### config.mk
export PLATFORM = sky130hd
export DESIGN_NAME = eeprom_shadow_access_ctrl
export DESIGN_NICKNAME = d
export VERILOG_FILES = /design/src/eeprom_shadow_access_ctrl.v
export VERILOG_INCLUDE_DIRS = /design/src /design/src/src
export SDC_FILE = /design/constraint.sdc
export NUM_CORES = 1
export LEC_CHECK = 0
export BUFFER_PORTS_ARGS = -buffer_cell sky130_fd_sc_hd__buf_2
export CAP_MARGIN = 20
export CORE_MARGIN = 3
export CORE_UTILIZATION = 45
export CTS_BUF_LIST = sky130_fd_sc_hd__clkbuf_4 sky130_fd_sc_hd__clkbuf_8
export CTS_CLUSTER_DIAMETER = 30
export CTS_CLUSTER_SIZE = 40
export DETAILED_ROUTE_END_ITERATION = 10
export HOLD_SLACK_MARGIN = 0.05
export PLACE_DENSITY = 0.63
export SLEW_MARGIN = 20
export SYNTH_ARGS = -nofsm -noshare
export SYNTH_HDL_FRONTEND = slang
export SYNTH_SLANG_ARGS = --single-unit
### constraint.sdc
create_clock -name clk -period 7.1 [get_ports clk]
set_input_delay 0.355 -clock clk [delete_from_list [all_inputs] [get_ports clk]]
set_output_delay 0.355 -clock clk [all_outputs]
set_load 0.05 [all_outputs]
### src/eeprom_shadow_map.vh
// Function
// (RL1) Power-up copies nonvolatile fields into shadow
// (RL2) Shadow sits 0x40 above nonvolatile address
// (RL3) Unused bits absent, read zero, no check bits
// (RL4) Shadow writes protected alike; reads always allowed
// (RL5) Key 00,27,81,1F,77 into key byte unlocks
// (RL6) Nonvolatile reads always served
// (RL7) Margin check needs unlocked device
// (RL8) Lock code 0xC blocks nonvolatile writes only
// (RL9) Lock code 0x3 blocks nonvolatile and shadow
// (RL10) Host loads address, then data, then triggers
// (RL11) Go bit 0x80 starts write to address
// (RL12) Nonvolatile write up to 24 ms, done flag
// (RL13) Shadow write completes in one cycle
// (RL14) Host polls done bit 0 of status
// (RL15) Violation ends transaction, sets done, warning
// (RL16) Error bit set when nonvolatile write aborts
// (RL17) Threshold 0001 lowers sense threshold
// (RL18) Threshold 0010 raises sense threshold
// (RL19) Margin setting persists and reads back
// (RL20) Threshold applies only after 0xA5 confirm
// (RL21) Threshold 0000 or reset restores normal
// (RL22) Host verifies at both thresholds, rewrites
// (RL23) Read: address, read go, then data
// (RL24) Nonvolatile read up to 2 us, done flag
// (RL25) Other lock codes leave writes permitted
// (RL26) Trigger clears done; reset clears unlock
//
// Purpose: register map and constants of the extended access block
// Assumes: byte-wide register port, 16-bit registers, even byte = MSB
// Notes: definitions only
`ifndef EEPROM_SHADOW_MAP_VH
`define EEPROM_SHADOW_MAP_VH
`define A_EWA_LO 7'h03
`define A_EWDH_HI 7'h04
`define A_EWDH_LO 7'h05
`define A_EWDL_HI 7'h06
`define A_EWDL_LO 7'h07
`define A_EWCS_HI 7'h08
`define A_EWCS_LO 7'h09
`define A_ERA_LO 7'h0B
`define A_ERCS_HI 7'h0C
`define A_ERCS_LO 7'h0D
`define A_ERDH_HI 7'h0E
`define A_ERDH_LO 7'h0F
`define A_ERDL_HI 7'h10
`define A_ERDL_LO 7'h11
`define A_CTRL_HI 7'h1E
`define A_CTRL_LO 7'h1F
`define A_KEY_HI 7'h3C
`define GO_BIT 7
`define DONE_BIT 0
`define BUSY_BIT 0
`define CONFIRM 8'hA5
`define SHADOW_OFS 8'h40
`define NV_WORDS 32
`define DATA_BITS 24
`define LOCK_ADDR 5'h1F
`define LOCK_NV 4'hC
`define LOCK_ALL 4'h3
`define MARGIN_LOW 4'h1
`define MARGIN_HIGH 4'h2
`define CLK_HZ 10000000
`define NV_WR_US 24000
`define NV_RD_NS 2000
`define NV_WR_CYC ((`NV_WR_US / 1000) * (`CLK_HZ / 1000))
`define NV_RD_CYC ((`NV_RD_NS * (`CLK_HZ / 1000000)) / 1000)
`endif

### src/eeprom_shadow_access_ctrl.v
// Purpose: extended access to nonvolatile store and its shadow copy
// Assumes: register port and store port share clk with this block
// Notes: store answers each request with a one-cycle ack
`include "eeprom_shadow_map.vh"
`default_nettype none
module eeprom_shadow_access_ctrl #(
   parameter WR_TIMEOUT = `NV_WR_CYC
) (
   input wire clk,
   input wire rst_n,
   input wire regWrite,
   input wire regRead,
   input wire [6:0] regAddr,
   input wire [7:0] regWdata,
   output reg [7:0] regRdata,
   input wire clrFlags,
   output reg xeeWarn,
   output reg xeeErr,
   output reg nvReq,
   output reg nvWe,
   output reg [4:0] nvAddr,
   output reg [31:0] nvWdata,
   output reg [1:0] nvMargin,
   input wire nvAck,
   input wire [31:0] nvRdata,
   output wire bootDone
);
   localparam RD_TIMEOUT = `NV_RD_CYC;
   localparam S_BOOT = 6'b000001;
   localparam S_BWAIT = 6'b000010;
   localparam S_IDLE = 6'b000100;
   localparam S_NVWR = 6'b001000;
   localparam S_NVRD = 6'b010000;
   localparam S_DONE = 6'b100000;

   reg [5:0] state;
   reg [`DATA_BITS-1:0] shadow [0:`NV_WORDS-1];
   reg [7:0] wrAddr;
   reg [31:0] wrData;
   reg [7:0] rdAddr;
   reg [31:0] rdData;
   reg wrDone, rdDone, wrBusy, rdBusy;
   reg [3:0] lockCode;
   reg [2:0] keyStep;
   reg unlocked;
   reg [3:0] specialReq;
   reg [3:0] marginSel;
   reg [17:0] timer;
   reg [4:0] bootIdx;
   reg shWe;
   reg [4:0] shAddr;
   reg [`DATA_BITS-1:0] shData;

   // Byte of the unlock sequence expected at each step
   function [7:0] keyByte;
      input [2:0] step;
      begin
         case (step)
            3'd0: keyByte = 8'h00;
            3'd1: keyByte = 8'h27;
            3'd2: keyByte = 8'h81;
            3'd3: keyByte = 8'h1F;
            default: keyByte = 8'h77;
         endcase
      end
   endfunction

   // Nonvolatile range is 0x00..0x1F, shadow 0x40 above it
   function isNv;
      input [7:0] a;
      begin
         isNv = (a[7:5] == 3'b000);
      end
   endfunction

   function isShadow;
      input [7:0] a;
      begin
         isShadow = (a[7:5] == `SHADOW_OFS >> 5);
      end
   endfunction

   function [1:0] marginCode;
      input [3:0] sel;
      begin
         case (sel)
            `MARGIN_LOW: marginCode = 2'b01;
            `MARGIN_HIGH: marginCode = 2'b10;
            default: marginCode = 2'b00;
         endcase
      end
   endfunction

   wire wrGo = regWrite && regAddr == `A_EWCS_HI
      && regWdata[`GO_BIT]; // RL11
   wire rdGo = regWrite && regAddr == `A_ERCS_HI
      && regWdata[`GO_BIT]; // RL23

   // Code 0xC blocks the store only;
   // code 0x3 blocks store and shadow;
   // every other code leaves both open
   wire lockNv = lockCode == `LOCK_NV || lockCode == `LOCK_ALL; // RL8 RL9
   wire lockSh = lockCode == `LOCK_ALL; // RL9 RL25
   wire nvWrOk = unlocked && !lockNv && isNv(wrAddr);
   wire shWrOk = unlocked && !lockSh && isShadow(wrAddr); // RL4
   wire idle = state == S_IDLE;
   assign bootDone = !state[0] && !state[1];


   // Extended write flow, seen from this block:
   //   go bit taken only while idle
   //   store target: request held until ack or write timeout
   //   shadow target: word lands one edge after the go is taken
   //   anything else: done and warning at once
   // Extended read flow:
   //   store target: margin code frozen with request
   //   shadow target: data ready at once, with done
   // Lock code lives in store word 0x1F, bits 3:0
   // Lock copy follows a store write to that word,
   //   so later writes in the same session obey it
   //   without waiting for a power cycle
   // Limitation: a write timeout leaves the store
   //   word unknown; host must rewrite it
   // Key sequence restarts on any wrong byte
   // Margin code is loaded only when a store read starts
   // Flags: set wins over a same-cycle clear

   // Register writes
   always @(posedge clk or negedge rst_n) begin
      if (!rst_n) begin
         wrAddr <= 8'h00;
         wrData <= 32'h0000_0000;
         rdAddr <= 8'h00;
         keyStep <= 3'd0;
         unlocked <= 1'b0; // RL26
         specialReq <= 4'h0;
         marginSel <= 4'h0; // RL21
      end else if (regWrite) begin
         case (regAddr)
            `A_EWA_LO: wrAddr <= regWdata; // RL10
            `A_EWDH_HI: wrData[31:24] <= regWdata;
            `A_EWDH_LO: wrData[23:16] <= regWdata;
            `A_EWDL_HI: wrData[15:8] <= regWdata;
            `A_EWDL_LO: wrData[7:0] <= regWdata;
            `A_ERA_LO: rdAddr <= regWdata;
            `A_CTRL_HI: specialReq <= regWdata[7:4];
            `A_CTRL_LO: begin
               // Settings other than margin codes are not kept
               if (regWdata == `CONFIRM) begin // RL20
                  if (specialReq == 4'h0)
                     marginSel <= 4'h0; // RL21
                  else if (unlocked && marginCode(specialReq) != 2'b00)
                     marginSel <= specialReq; // RL7 RL17 RL18 RL19
               end
            end
            `A_KEY_HI: begin
               // A wrong byte restarts; 0x00 may begin a new try
               if (regWdata == keyByte(keyStep)) begin // RL5
                  if (keyStep == 3'd4) begin
                     unlocked <= 1'b1;
                     keyStep <= 3'd0;
                  end else begin
                     keyStep <= keyStep + 3'd1;
                  end
               end else begin
                  keyStep <= (regWdata == 8'h00) ? 3'd1 : 3'd0;
               end
            end
            default: begin
            end
         endcase
      end
   end

   // Shadow storage: written at boot or by an extended write
   always @(posedge clk) begin
      if (shWe)
         shadow[shAddr] <= shData;
   end


   // Transaction sequencer
   // Boot walks all words once; go bits are ignored
   // until the walk is over (bootDone)
   // Write and read timeouts give a stuck store a way out; boot has none
   always @(posedge clk or negedge rst_n) begin
      if (!rst_n) begin
         state <= S_BOOT;
         bootIdx <= 5'd0;
         nvReq <= 1'b0;
         nvWe <= 1'b0;
         nvAddr <= 5'd0;
         nvWdata <= 32'h0000_0000;
         nvMargin <= 2'b00;
         timer <= 18'd0;
         lockCode <= 4'h0;
         wrDone <= 1'b0;
         rdDone <= 1'b0;
         wrBusy <= 1'b0;
         rdBusy <= 1'b0;
         rdData <= 32'h0000_0000;
         xeeWarn <= 1'b0;
         xeeErr <= 1'b0;
         shWe <= 1'b0;
         shAddr <= 5'd0;
         shData <= {`DATA_BITS{1'b0}};
      end else begin
         shWe <= 1'b0;
         if (clrFlags) begin
            xeeWarn <= 1'b0;
            xeeErr <= 1'b0;
         end
         case (state)
            S_BOOT: begin
               nvReq <= 1'b1;
               nvWe <= 1'b0;
               nvAddr <= bootIdx;
               nvMargin <= 2'b00;
               state <= S_BWAIT;
            end
            S_BWAIT: begin
               if (nvAck) begin
                  nvReq <= 1'b0;
                  shWe <= 1'b1; // RL1
                  shAddr <= bootIdx;
                  shData <= nvRdata[`DATA_BITS-1:0]; // RL3
                  if (bootIdx == `LOCK_ADDR)
                     lockCode <= nvRdata[3:0];
                  bootIdx <= bootIdx + 5'd1;
                  state <= (bootIdx == `NV_WORDS - 1) ? S_IDLE : S_BOOT;
               end
            end
            S_IDLE: begin
               if (wrGo) begin
                  wrDone <= 1'b0; // RL26
                  if (nvWrOk) begin
                     wrBusy <= 1'b1;
                     nvReq <= 1'b1;
                     nvWe <= 1'b1;
                     nvAddr <= wrAddr[4:0];
                     nvWdata <= wrData;
                     timer <= 18'd0;
                     state <= S_NVWR;
                  end else if (shWrOk) begin
                     shWe <= 1'b1; // RL13
                     shAddr <= wrAddr[4:0];
                     shData <= wrData[`DATA_BITS-1:0]; // RL3
                     state <= S_DONE;
                  end else begin
                     wrDone <= 1'b1; // RL15
                     xeeWarn <= 1'b1; // RL15
                  end
               end else if (rdGo) begin
                  rdDone <= 1'b0;
                  if (isNv(rdAddr)) begin // RL6
                     rdBusy <= 1'b1;
                     nvReq <= 1'b1;
                     nvWe <= 1'b0;
                     nvAddr <= rdAddr[4:0];
                     nvMargin <= marginCode(marginSel); // RL17 RL18
                     timer <= 18'd0;
                     state <= S_NVRD;
                  end else if (isShadow(rdAddr)) begin // RL2 RL4
                     rdData <= {8'h00, shadow[rdAddr[4:0]]}; // RL3
                     rdDone <= 1'b1;
                  end else begin
                     rdDone <= 1'b1; // RL15
                     xeeWarn <= 1'b1;
                  end
               end
            end
            S_NVWR: begin
               timer <= timer + 18'd1;
               if (nvAck) begin
                  nvReq <= 1'b0;
                  wrBusy <= 1'b0;
                  wrDone <= 1'b1; // RL12
                  if (nvAddr == `LOCK_ADDR)
                     lockCode <= nvWdata[3:0];
                  state <= S_IDLE;
               end else if (timer == WR_TIMEOUT - 1) begin
                  // Store gave no answer in time: abort
                  nvReq <= 1'b0;
                  wrBusy <= 1'b0;
                  wrDone <= 1'b1; // RL15
                  xeeWarn <= 1'b1;
                  xeeErr <= 1'b1; // RL16
                  state <= S_IDLE;
               end
            end
            S_NVRD: begin
               timer <= timer + 18'd1;
               if (nvAck) begin
                  nvReq <= 1'b0;
                  rdBusy <= 1'b0;
                  rdData <= nvRdata; // RL24
                  rdDone <= 1'b1; // RL24
                  state <= S_IDLE;
               end else if (timer == RD_TIMEOUT - 1) begin
                  nvReq <= 1'b0;
                  rdBusy <= 1'b0;
                  rdDone <= 1'b1; // RL15
                  xeeWarn <= 1'b1;
                  state <= S_IDLE;
               end
            end
            S_DONE: begin
               // Shadow word written on this same edge
               wrDone <= 1'b1; // RL13
               state <= S_IDLE;
            end
            default: state <= S_IDLE;
         endcase
      end
   end


   // Register reads, any time and without unlocking
   // Busy flags sit in the low bit of the even byte,
   // done flags in the low bit of the odd byte
   // Unmapped reads return zero
   always @(posedge clk or negedge rst_n) begin
      if (!rst_n) begin
         regRdata <= 8'h00;
      end else if (regRead) begin
         case (regAddr)
            `A_EWA_LO: regRdata <= wrAddr;
            `A_EWDH_HI: regRdata <= wrData[31:24];
            `A_EWDH_LO: regRdata <= wrData[23:16];
            `A_EWDL_HI: regRdata <= wrData[15:8];
            `A_EWDL_LO: regRdata <= wrData[7:0];
            `A_EWCS_HI: regRdata <= {7'h00, wrBusy};
            `A_EWCS_LO: regRdata <= {7'h00, wrDone}; // RL14
            `A_ERA_LO: regRdata <= rdAddr;
            `A_ERCS_HI: regRdata <= {7'h00, rdBusy};
            `A_ERCS_LO: regRdata <= {7'h00, rdDone};
            `A_ERDH_HI: regRdata <= rdData[31:24];
            `A_ERDH_LO: regRdata <= rdData[23:16];
            `A_ERDL_HI: regRdata <= rdData[15:8];
            `A_ERDL_LO: regRdata <= rdData[7:0];
            `A_CTRL_HI: regRdata <= {marginSel, 4'h0}; // RL19
            default: regRdata <= 8'h00;
         endcase
      end
   end
endmodule // eeprom_shadow_access_ctrl
`default_nettype wire

==> summary.md, run 1 <==
| Metric | Value |
|---|---|
| Status | completed |
| P_leak | 0.0162 uW |
| CTS max path bufs | 3 |
| R2r setup slk | 3.43 ns |
| First-pass DRT Iterations | 6 |
| Crit path capture type | register |
| FF-to-FF End | rdData[8] |
| Routed Antenna Nets | 0 |
| Switching share of power | 0.253 |
| Relative slew slack | 0.242 |
| Max_cap viols | 0 |
| Unrepaired setup endpoints after global routing | false |
| Share of layout cells above drive strength 1 | 0.240 |
| CTS H-tree lvls | 4 |
| Detail Placement HPWL | 65800 um |
| GRT Util Overall | 0.238 |
| Port buffer count | 104 |
| Synthesis warning total | 0 |
| Max Fanout on Critical Path | 131 |
| Worst Skew | 0.0517 ns |
| Synth unique cells | 82 |
| Number of DRC markers in iteration 0 | 2761 |
| Post-synth EDFFs | 768 |
| Hold WC Path Type | input port to async pin |
| Pwr dens | 284 mW/mm2 |
| Worst IR Drop VDD | 0.000301 V |
| Min Tclk post-route | 3.67 ns |
| Power after layout | 13200 uW |
| Clock share of power | 0.441 |
| Initial Util | 0.458 |
| Final WL | 111000 um |
| CTS tree | done |
| Final Hold Violating Endpoints | 0 |
| Clock Sinks | 978 |
| Int Power | 9840 uW |
| Highest Clock Rate | 272 MHz |
| Global route overflow | 0 |
| Final Net Count | 2798 |
| Die width | 304 um |
| Pins over their slew limit | 0 |
| Post-cts sizing count | 0 |
| Initial antenna violation count | 4 |
| Reg2Reg Launch Point | rdAddr[0] |
| GPL Wtd Cong | 0.886 |
| Fin Setup TNS | 0 ns |
| Clock Latency Late Sink | 0.83 ns |
| Routed length per instance | 27.5 um |
| Crit path required time | 7.75 ns |
| Worst Setup Start Kind | register |
| Synth Instances | 2499 |
| Clk root buf | clkbuf_8 |
| Die area | 0.0925 mm2 |
| Cell Area, Synth | 0.0400 mm2 |
| Num ports | 105 |
| Final Cycle Share | 0.517 |
| Via Count | 24100 |
| Clk slew on worst S/H paths | 0.07 ns |
| Post-route insts no fill | 4044 |
| Die Y | 304 um |
| Main synth FF type | edfxtp_1 |
| Vias per std cell | 5.96 |
| # rows | 108 |
| FF-to-FF path depth | 6 |
| Post-synth ARST share | 0.215 |
| Yosys reg bits | 978 |
| First-pass GRT wire length | 163000 um |
| Worst-margin pin slew | 1.14 ns |
| Area Overhead vs Synth | 15.8% |
| Largest net degree at the start of global routing | 132 |
| Worst EP arrival | 4.33 ns |
| Core Region | 0.0874 mm2 |
| Critical path type | register to register |
| Syn_nets | 2560 |
| Syn Area/Cell | 16.0 um2 |
| Reg power frac | 0.488 |
| Number of global-route vias before repair | 24300 |
| Logic pwr share | 0.071 |
| Sequential-to-total area share from yosys stat | 0.708 |
| DRC Markers | 0 |
| Inserted Clock Buffers | 172 |
| Final setup viols | 0 |
| NetSw | 3330 uW |
| Placed cells | 3669 |
-- power groups by stage --
stage | logic, uW | registers, uW | clock network (uW)
final | 941 | 6430 | 5800
after global routing | 1000 | 6430 | 6170
after CTS | 934 | 6420 | 5900
after detailed placement | 909 | 6540 | 0
after global placement | 896 | 6530 | 0
after floorplan | 583 | 6480 | 0
-- placed cells by master (no fill, tap or decap), types with 26 or more instances in the layout --
cell type / count
a21oi_1: 30
clkinv_2: 29
o21ai_0: 48
nand2_1: 174
dlygate4sd3_1: 49
mux2i_1: 275
mux4_2: 84
mux2_1: 41
dfrtp_1: 189
o31ai_1: 26
edfxtp_1: 768
nor3_1: 33
nand3_1: 71
clkbuf_8: 181
nor2_1: 109
buf_2: 103
o21ai_1: 31
mux2_2: 50
a22oi_1: 95
buf_4: 58
a31oi_1: 32
nor2_2: 32
-- state kept, by name, summed over array words and instances, names as in the netlist, 2 cells and up --
signal      cells
lockCode        4
nvAddr          5
wrAddr          8
shAddr          5
shData         24
regRdata        8
wrData         32
shadow        768
bootIdx         5
marginSel       4
keyStep         3
state           6
rdAddr          8
timer          18
nvWdata        32
rdData         32
nvMargin        2
specialReq      4
-- Yosys cell counts, types with 8 or more instances --
| master | number | area, um2 |
|---|---|---|
| o31ai_1 | 26 | 195 |
| edfxtp_1 | 768 | 23100 |
| ha_1 | 8 | 100 |
| buf_4 | 17 | 128 |
| a31oi_1 | 32 | 200 |
| dfrtp_1 | 209 | 5230 |
| nor2b_1 | 9 | 56.3 |
| mux2_1 | 41 | 462 |
| o21ai_0 | 48 | 240 |
| a221oi_1 | 12 | 105 |
| o22ai_1 | 10 | 62.6 |
| mux2i_1 | 275 | 2750 |
| clkbuf_1 | 76 | 285 |
| a22oi_1 | 95 | 713 |
| buf_1 | 13 | 48.8 |
| buf_2 | 37 | 185 |
| nor3_1 | 33 | 165 |
| a22o_1 | 9 | 78.8 |
| xnor2_1 | 12 | 105 |
| nor2_1 | 142 | 533 |
| mux4_2 | 84 | 1890 |
| xor2_1 | 9 | 78.8 |
| mux2_2 | 50 | 563 |
| o21ai_1 | 31 | 155 |
| a21oi_1 | 30 | 150 |
| inv_1 | 18 | 67.6 |
| nand3_1 | 71 | 355 |
| nand4_1 | 14 | 87.6 |
| nor4_1 | 14 | 87.6 |
| nand2_1 | 174 | 653 |
| nand3b_1 | 9 | 67.6 |
| or3_1 | 8 | 50.1 |
| and3_1 | 17 | 106 |
-- logic make-up after synthesis --
group / count (synthesis) / share of synthesized area
flops: 978 / 0.708
buf+inv: 168 / 0.0198
mux: 454 / 0.143
xor+xnor: 21 / 0.00460
fa+ha+maj: 8 / 0.00250
compound gates: 330 / 0.0560
simple gates: 540 / 0.0661
-- worst max-delay path by stage --
stage,from,to,cells past startpoint
after global placement,rdAddr[0],rdData[14],6
final,rdAddr[0],rdData[8],6
after floorplan,state[1],shData[10],7
after CTS,rdAddr[0],rdData[14],6
after detailed placement,rdAddr[0],rdData[14],6
after global routing,rdAddr[0],rdData[14],6
-- per-layer routing --
| layer | GRT usage | wire (um) | vias up |
|---|---|---|---|
| li1 | - | - | 10300 |
| met1 | 0.335 | 46100 | 12400 |
| met2 | 0.363 | 51400 | 1222 |
| met3 | 0.0491 | 9750 | 197 |
| met4 | 0.0973 | 3870 | 2 |
| met5 | 0 | 13 | - |
-- area by class of cell --
class	count	area, um2
fill	7001	41100
clock inverter	122	1310
multi-input combinational	1353	11000
inverter	19	76.3
tap	1155	1450
antenna	3	7.51
timing repair buffer	213	1490
sequential	978	28300
clock buffer	201	2640
-- repair_timing --
action / CTS / global route
hold endpoints to repair: 204 / 0
hold buffers: 49 / 0
buffers inserted: 0 / 0
-- critical path: stages (launching register included) --
cell     delay, ns
dfrtp_4       0.82
buf_12        0.63
mux4_2        0.62
mux2i_1       0.16
nor2_1        0.06
nor4_1        0.77
o31ai_1       0.15
-- stage by stage --
stage / area [um2] / hold slack [ns] / setup slack (ns) / util
2_1_floorplan: 40000 / 0.0594 / 4.54 / -
3_3_place_gp: 41900 / 0.392 / 3.44 / 0.479
3_5_place_dp: 41900 / 0.392 / 3.38 / 0.479
4_1_cts: 46300 / 0.0667 / 3.38 / 0.530
5_1_grt: 46300 / 0.165 / 3.18 / 0.530
6_report: 46300 / 0.157 / 3.43 / 0.530
Note: power is estimated with default switching activity, not from simulation.
==> run 2, diff against run 1 <==
==> constraint.sdc (replaced) <==
create_clock -name clk -period 3.8 [get_ports clk]
set_input_delay 0.19 -clock clk [delete_from_list [all_inputs] [get_ports clk]]
set_output_delay 0.19 -clock clk [all_outputs]
set_load 0.05 [all_outputs]
==> summary.md, run 2 (same netlist as run 1, synthesis figures left out) <==
| Metric | Value |
|---|---|
| Status | completed |
| Cell Area, Placed | 0.0422 mm2 (+0.69%) |
| Die width | 304 um (unchanged) |
| GPL Wtd Cong | 0.893 (+0.82%) |
| Die Y | 304 um (unchanged) |
| Die area | 0.0925 mm2 (unchanged) |
| Clock share of power | 0.468 (+0.027) |
| Crit path capture type | register |
| Port buffer count | 104 (unchanged) |
| Number of global-route vias before repair | 24700 (+1.6%) |
| Hold WC Path Type | input port to register |
| Worst-margin pin slew | 1.15 ns (+0.00922 ns) |
| Clock Latency Late Sink | 0.84 ns (about the same) |
| First-pass DRT Iterations | 8 (+2) |
| Biggest register | shadow |
| DRC Markers | 0 (unchanged) |
| Clock Sinks | 978 (unchanged) |
| Initial antenna violation count | 4 (unchanged) |
| Via Count | 24300 (+0.87%) |
| Reg power frac | 0.462 (-0.026) |
| Relative slew slack | 0.236 (-0.00614) |
| Clk root buf | clkbuf_8 |
| Largest net degree at the start of global routing | 83 (-37%) |
| Clk slew on worst S/H paths | 0.07 ns (about the same) |
| Fin Setup TNS | 0 ns (unchanged) |
| Commonest non-fill, non-tap cell in the layout | edfxtp_1 |
| Worst Setup Start Kind | register |
| Highest Clock Rate | 331 MHz (+22%) |
| Final Net Count | 2843 (+1.6%) |
| Inserted Clock Buffers | 184 (+7.0%) |
| NetSw | 6260 uW (+88%) |
| Routed length per instance | 27.3 um (-0.48%) |
| CTS H-tree lvls | 4 (unchanged) |
| P_leak | 0.0167 uW (+3.1%) |
| Number of DRC markers in iteration 0 | 2629 (-4.8%) |
| Global route overflow | 0 (unchanged) |
| Detail Placement HPWL | 68600 um (+4.2%) |
| CTS tree | done |
| Unrepaired setup endpoints after global routing | false |
| Min Tclk post-route | 3.02 ns (-0.651 ns) |
| Vias per std cell | 5.94 (-0.39%) |
| Final Hold Violating Endpoints | 0 (unchanged) |
| Switching share of power | 0.241 (-0.0120) |
| Final Cycle Share | 0.795 (+0.278) |
| Routed Antenna Nets | 0 (unchanged) |
| Max Fanout on Critical Path | 19 (-85%) |
| CTS max path bufs | 3 (unchanged) |
| GRT Util Overall | 0.239 (+0.00140) |
| Area Overhead vs Synth | 18.3% |
| Num ports | 105 (unchanged) |
| Worst Skew | 0.0648 ns (+0.0131 ns) |
| Final WL | 112000 um (+0.77%) |
| Most frequent cells in the layout | 768 x edfxtp_1, 275 x mux2i_1, 195 x clkbuf_8 |
| Max reg flops | 768 (unchanged) |
| Core Region | 0.0874 mm2 (unchanged) |
| Critical path type | register to register |
| Worst EP arrival | 3.70 ns (-0.63 ns) |
| Crit path required time | 4.48 ns (-3.27 ns) |
| # rows | 108 (unchanged) |
| Pwr dens | 549 mW/mm2 (+93%) |
| Worst IR Drop VDD | 0.000400 V (+33%) |
| Finished Core Util | 0.541 (+0.0111) |
| Initial Util | 0.458 (unchanged) |
| Logic pwr share | 0.070 (about the same) |
| Design area | 0.0473 mm2 (+2.1%) |
| First-pass GRT wire length | 164000 um (+0.28%) |
| Share of layout cells above drive strength 1 | 0.249 (+0.00825) |
| Final setup viols | 0 (unchanged) |
| Post-CTS Setup Repair Bufs | 0 (unchanged) |
| Max_cap viols | 0 (unchanged) |
| Pins over their slew limit | 0 (unchanged) |
| Int Power | 19700 uW (+100%) |
[run 2: changes by cell type in the layout (fill, tap and decap cells not counted), moves of 10 or more]
cell	before	now
buf_12	1	13
buf_4	58	68
bufinv_16	18	32
clkbuf_8	181	195
dlygate4sd3_1	49	59
[run 2: metrics by stage]
stage	hold WS (ns)	power [uW]	setup WS (ns)	instances
finish	0.149	25900	0.780	4095
global route	0.136	26800	0.682	4095
CTS	0.0926	26100	0.794	4093
detailed placement	0.321	13900	0.779	3690
global placement	0.308	13900	0.851	3690
floorplan	-0.106	13200	1.24	2499
[run 2: area by class of cell]
class                   instances  area, um2
diodes                          1       2.50
clock buffers                 218       2860
clock inverters               125       1640
fillers                      6855      40100
inverters                      19       76.3
multi-input cells            1353      11000
flip-flops and latches        978      28300
well taps                    1155       1450
repair buffers                246       1930
[run 2: critical path: stages (launching register included)]
cell,delay (ns)
dfrtp_4,0.73
buf_4,0.42
buf_4,0.24
mux2i_1,0.23
a22oi_1,0.11
nand3_1,0.21
o21ai_0,0.20
nor3_1,0.58
o31ai_1,0.15
[run 2: path summary, 6_finish.rpt]
kind,to,cells past startpoint,from,slack [ns]
worst max-delay path,rdData[18],8,rdAddr[0],0.78
worst min-delay path,rdData[26],4,nvRdata[26],0.15
worst max register to register,rdData[18],8,rdAddr[0],0.78
worst min register to register,nvWdata[18],1,nvWdata[18],0.49
max in group asynchronous,rdAddr[2],4,rst_n,2.47
min in group asynchronous,timer[6],3,rst_n,0.43
[run 2: timing repair]
item                                   CTS  global route
gates resized for setup                  0             0
endpoints found under the hold margin  238             0
hold buffers                            60             0
[run 2: power groups by stage]
stage	sequential, uW	combinational, uW	clock (uW)
2_1_floorplan	12100	1090	0
3_3_place_gp	12200	1720	0
3_5_place_dp	12200	1740	0
4_1_cts	12000	1800	12300
5_1_grt	12000	1930	12900
6_report	12000	1810	12200
[run 2: metal layers]
metal  routed length, um  track usage  vias to the layer above
met5                  13            0                        -
met1               46400        0.330                    12500
li1                    -            -                    10400
met4                4130       0.0951                        2
met3                9750       0.0548                      270
met2               51600        0.369                     1216
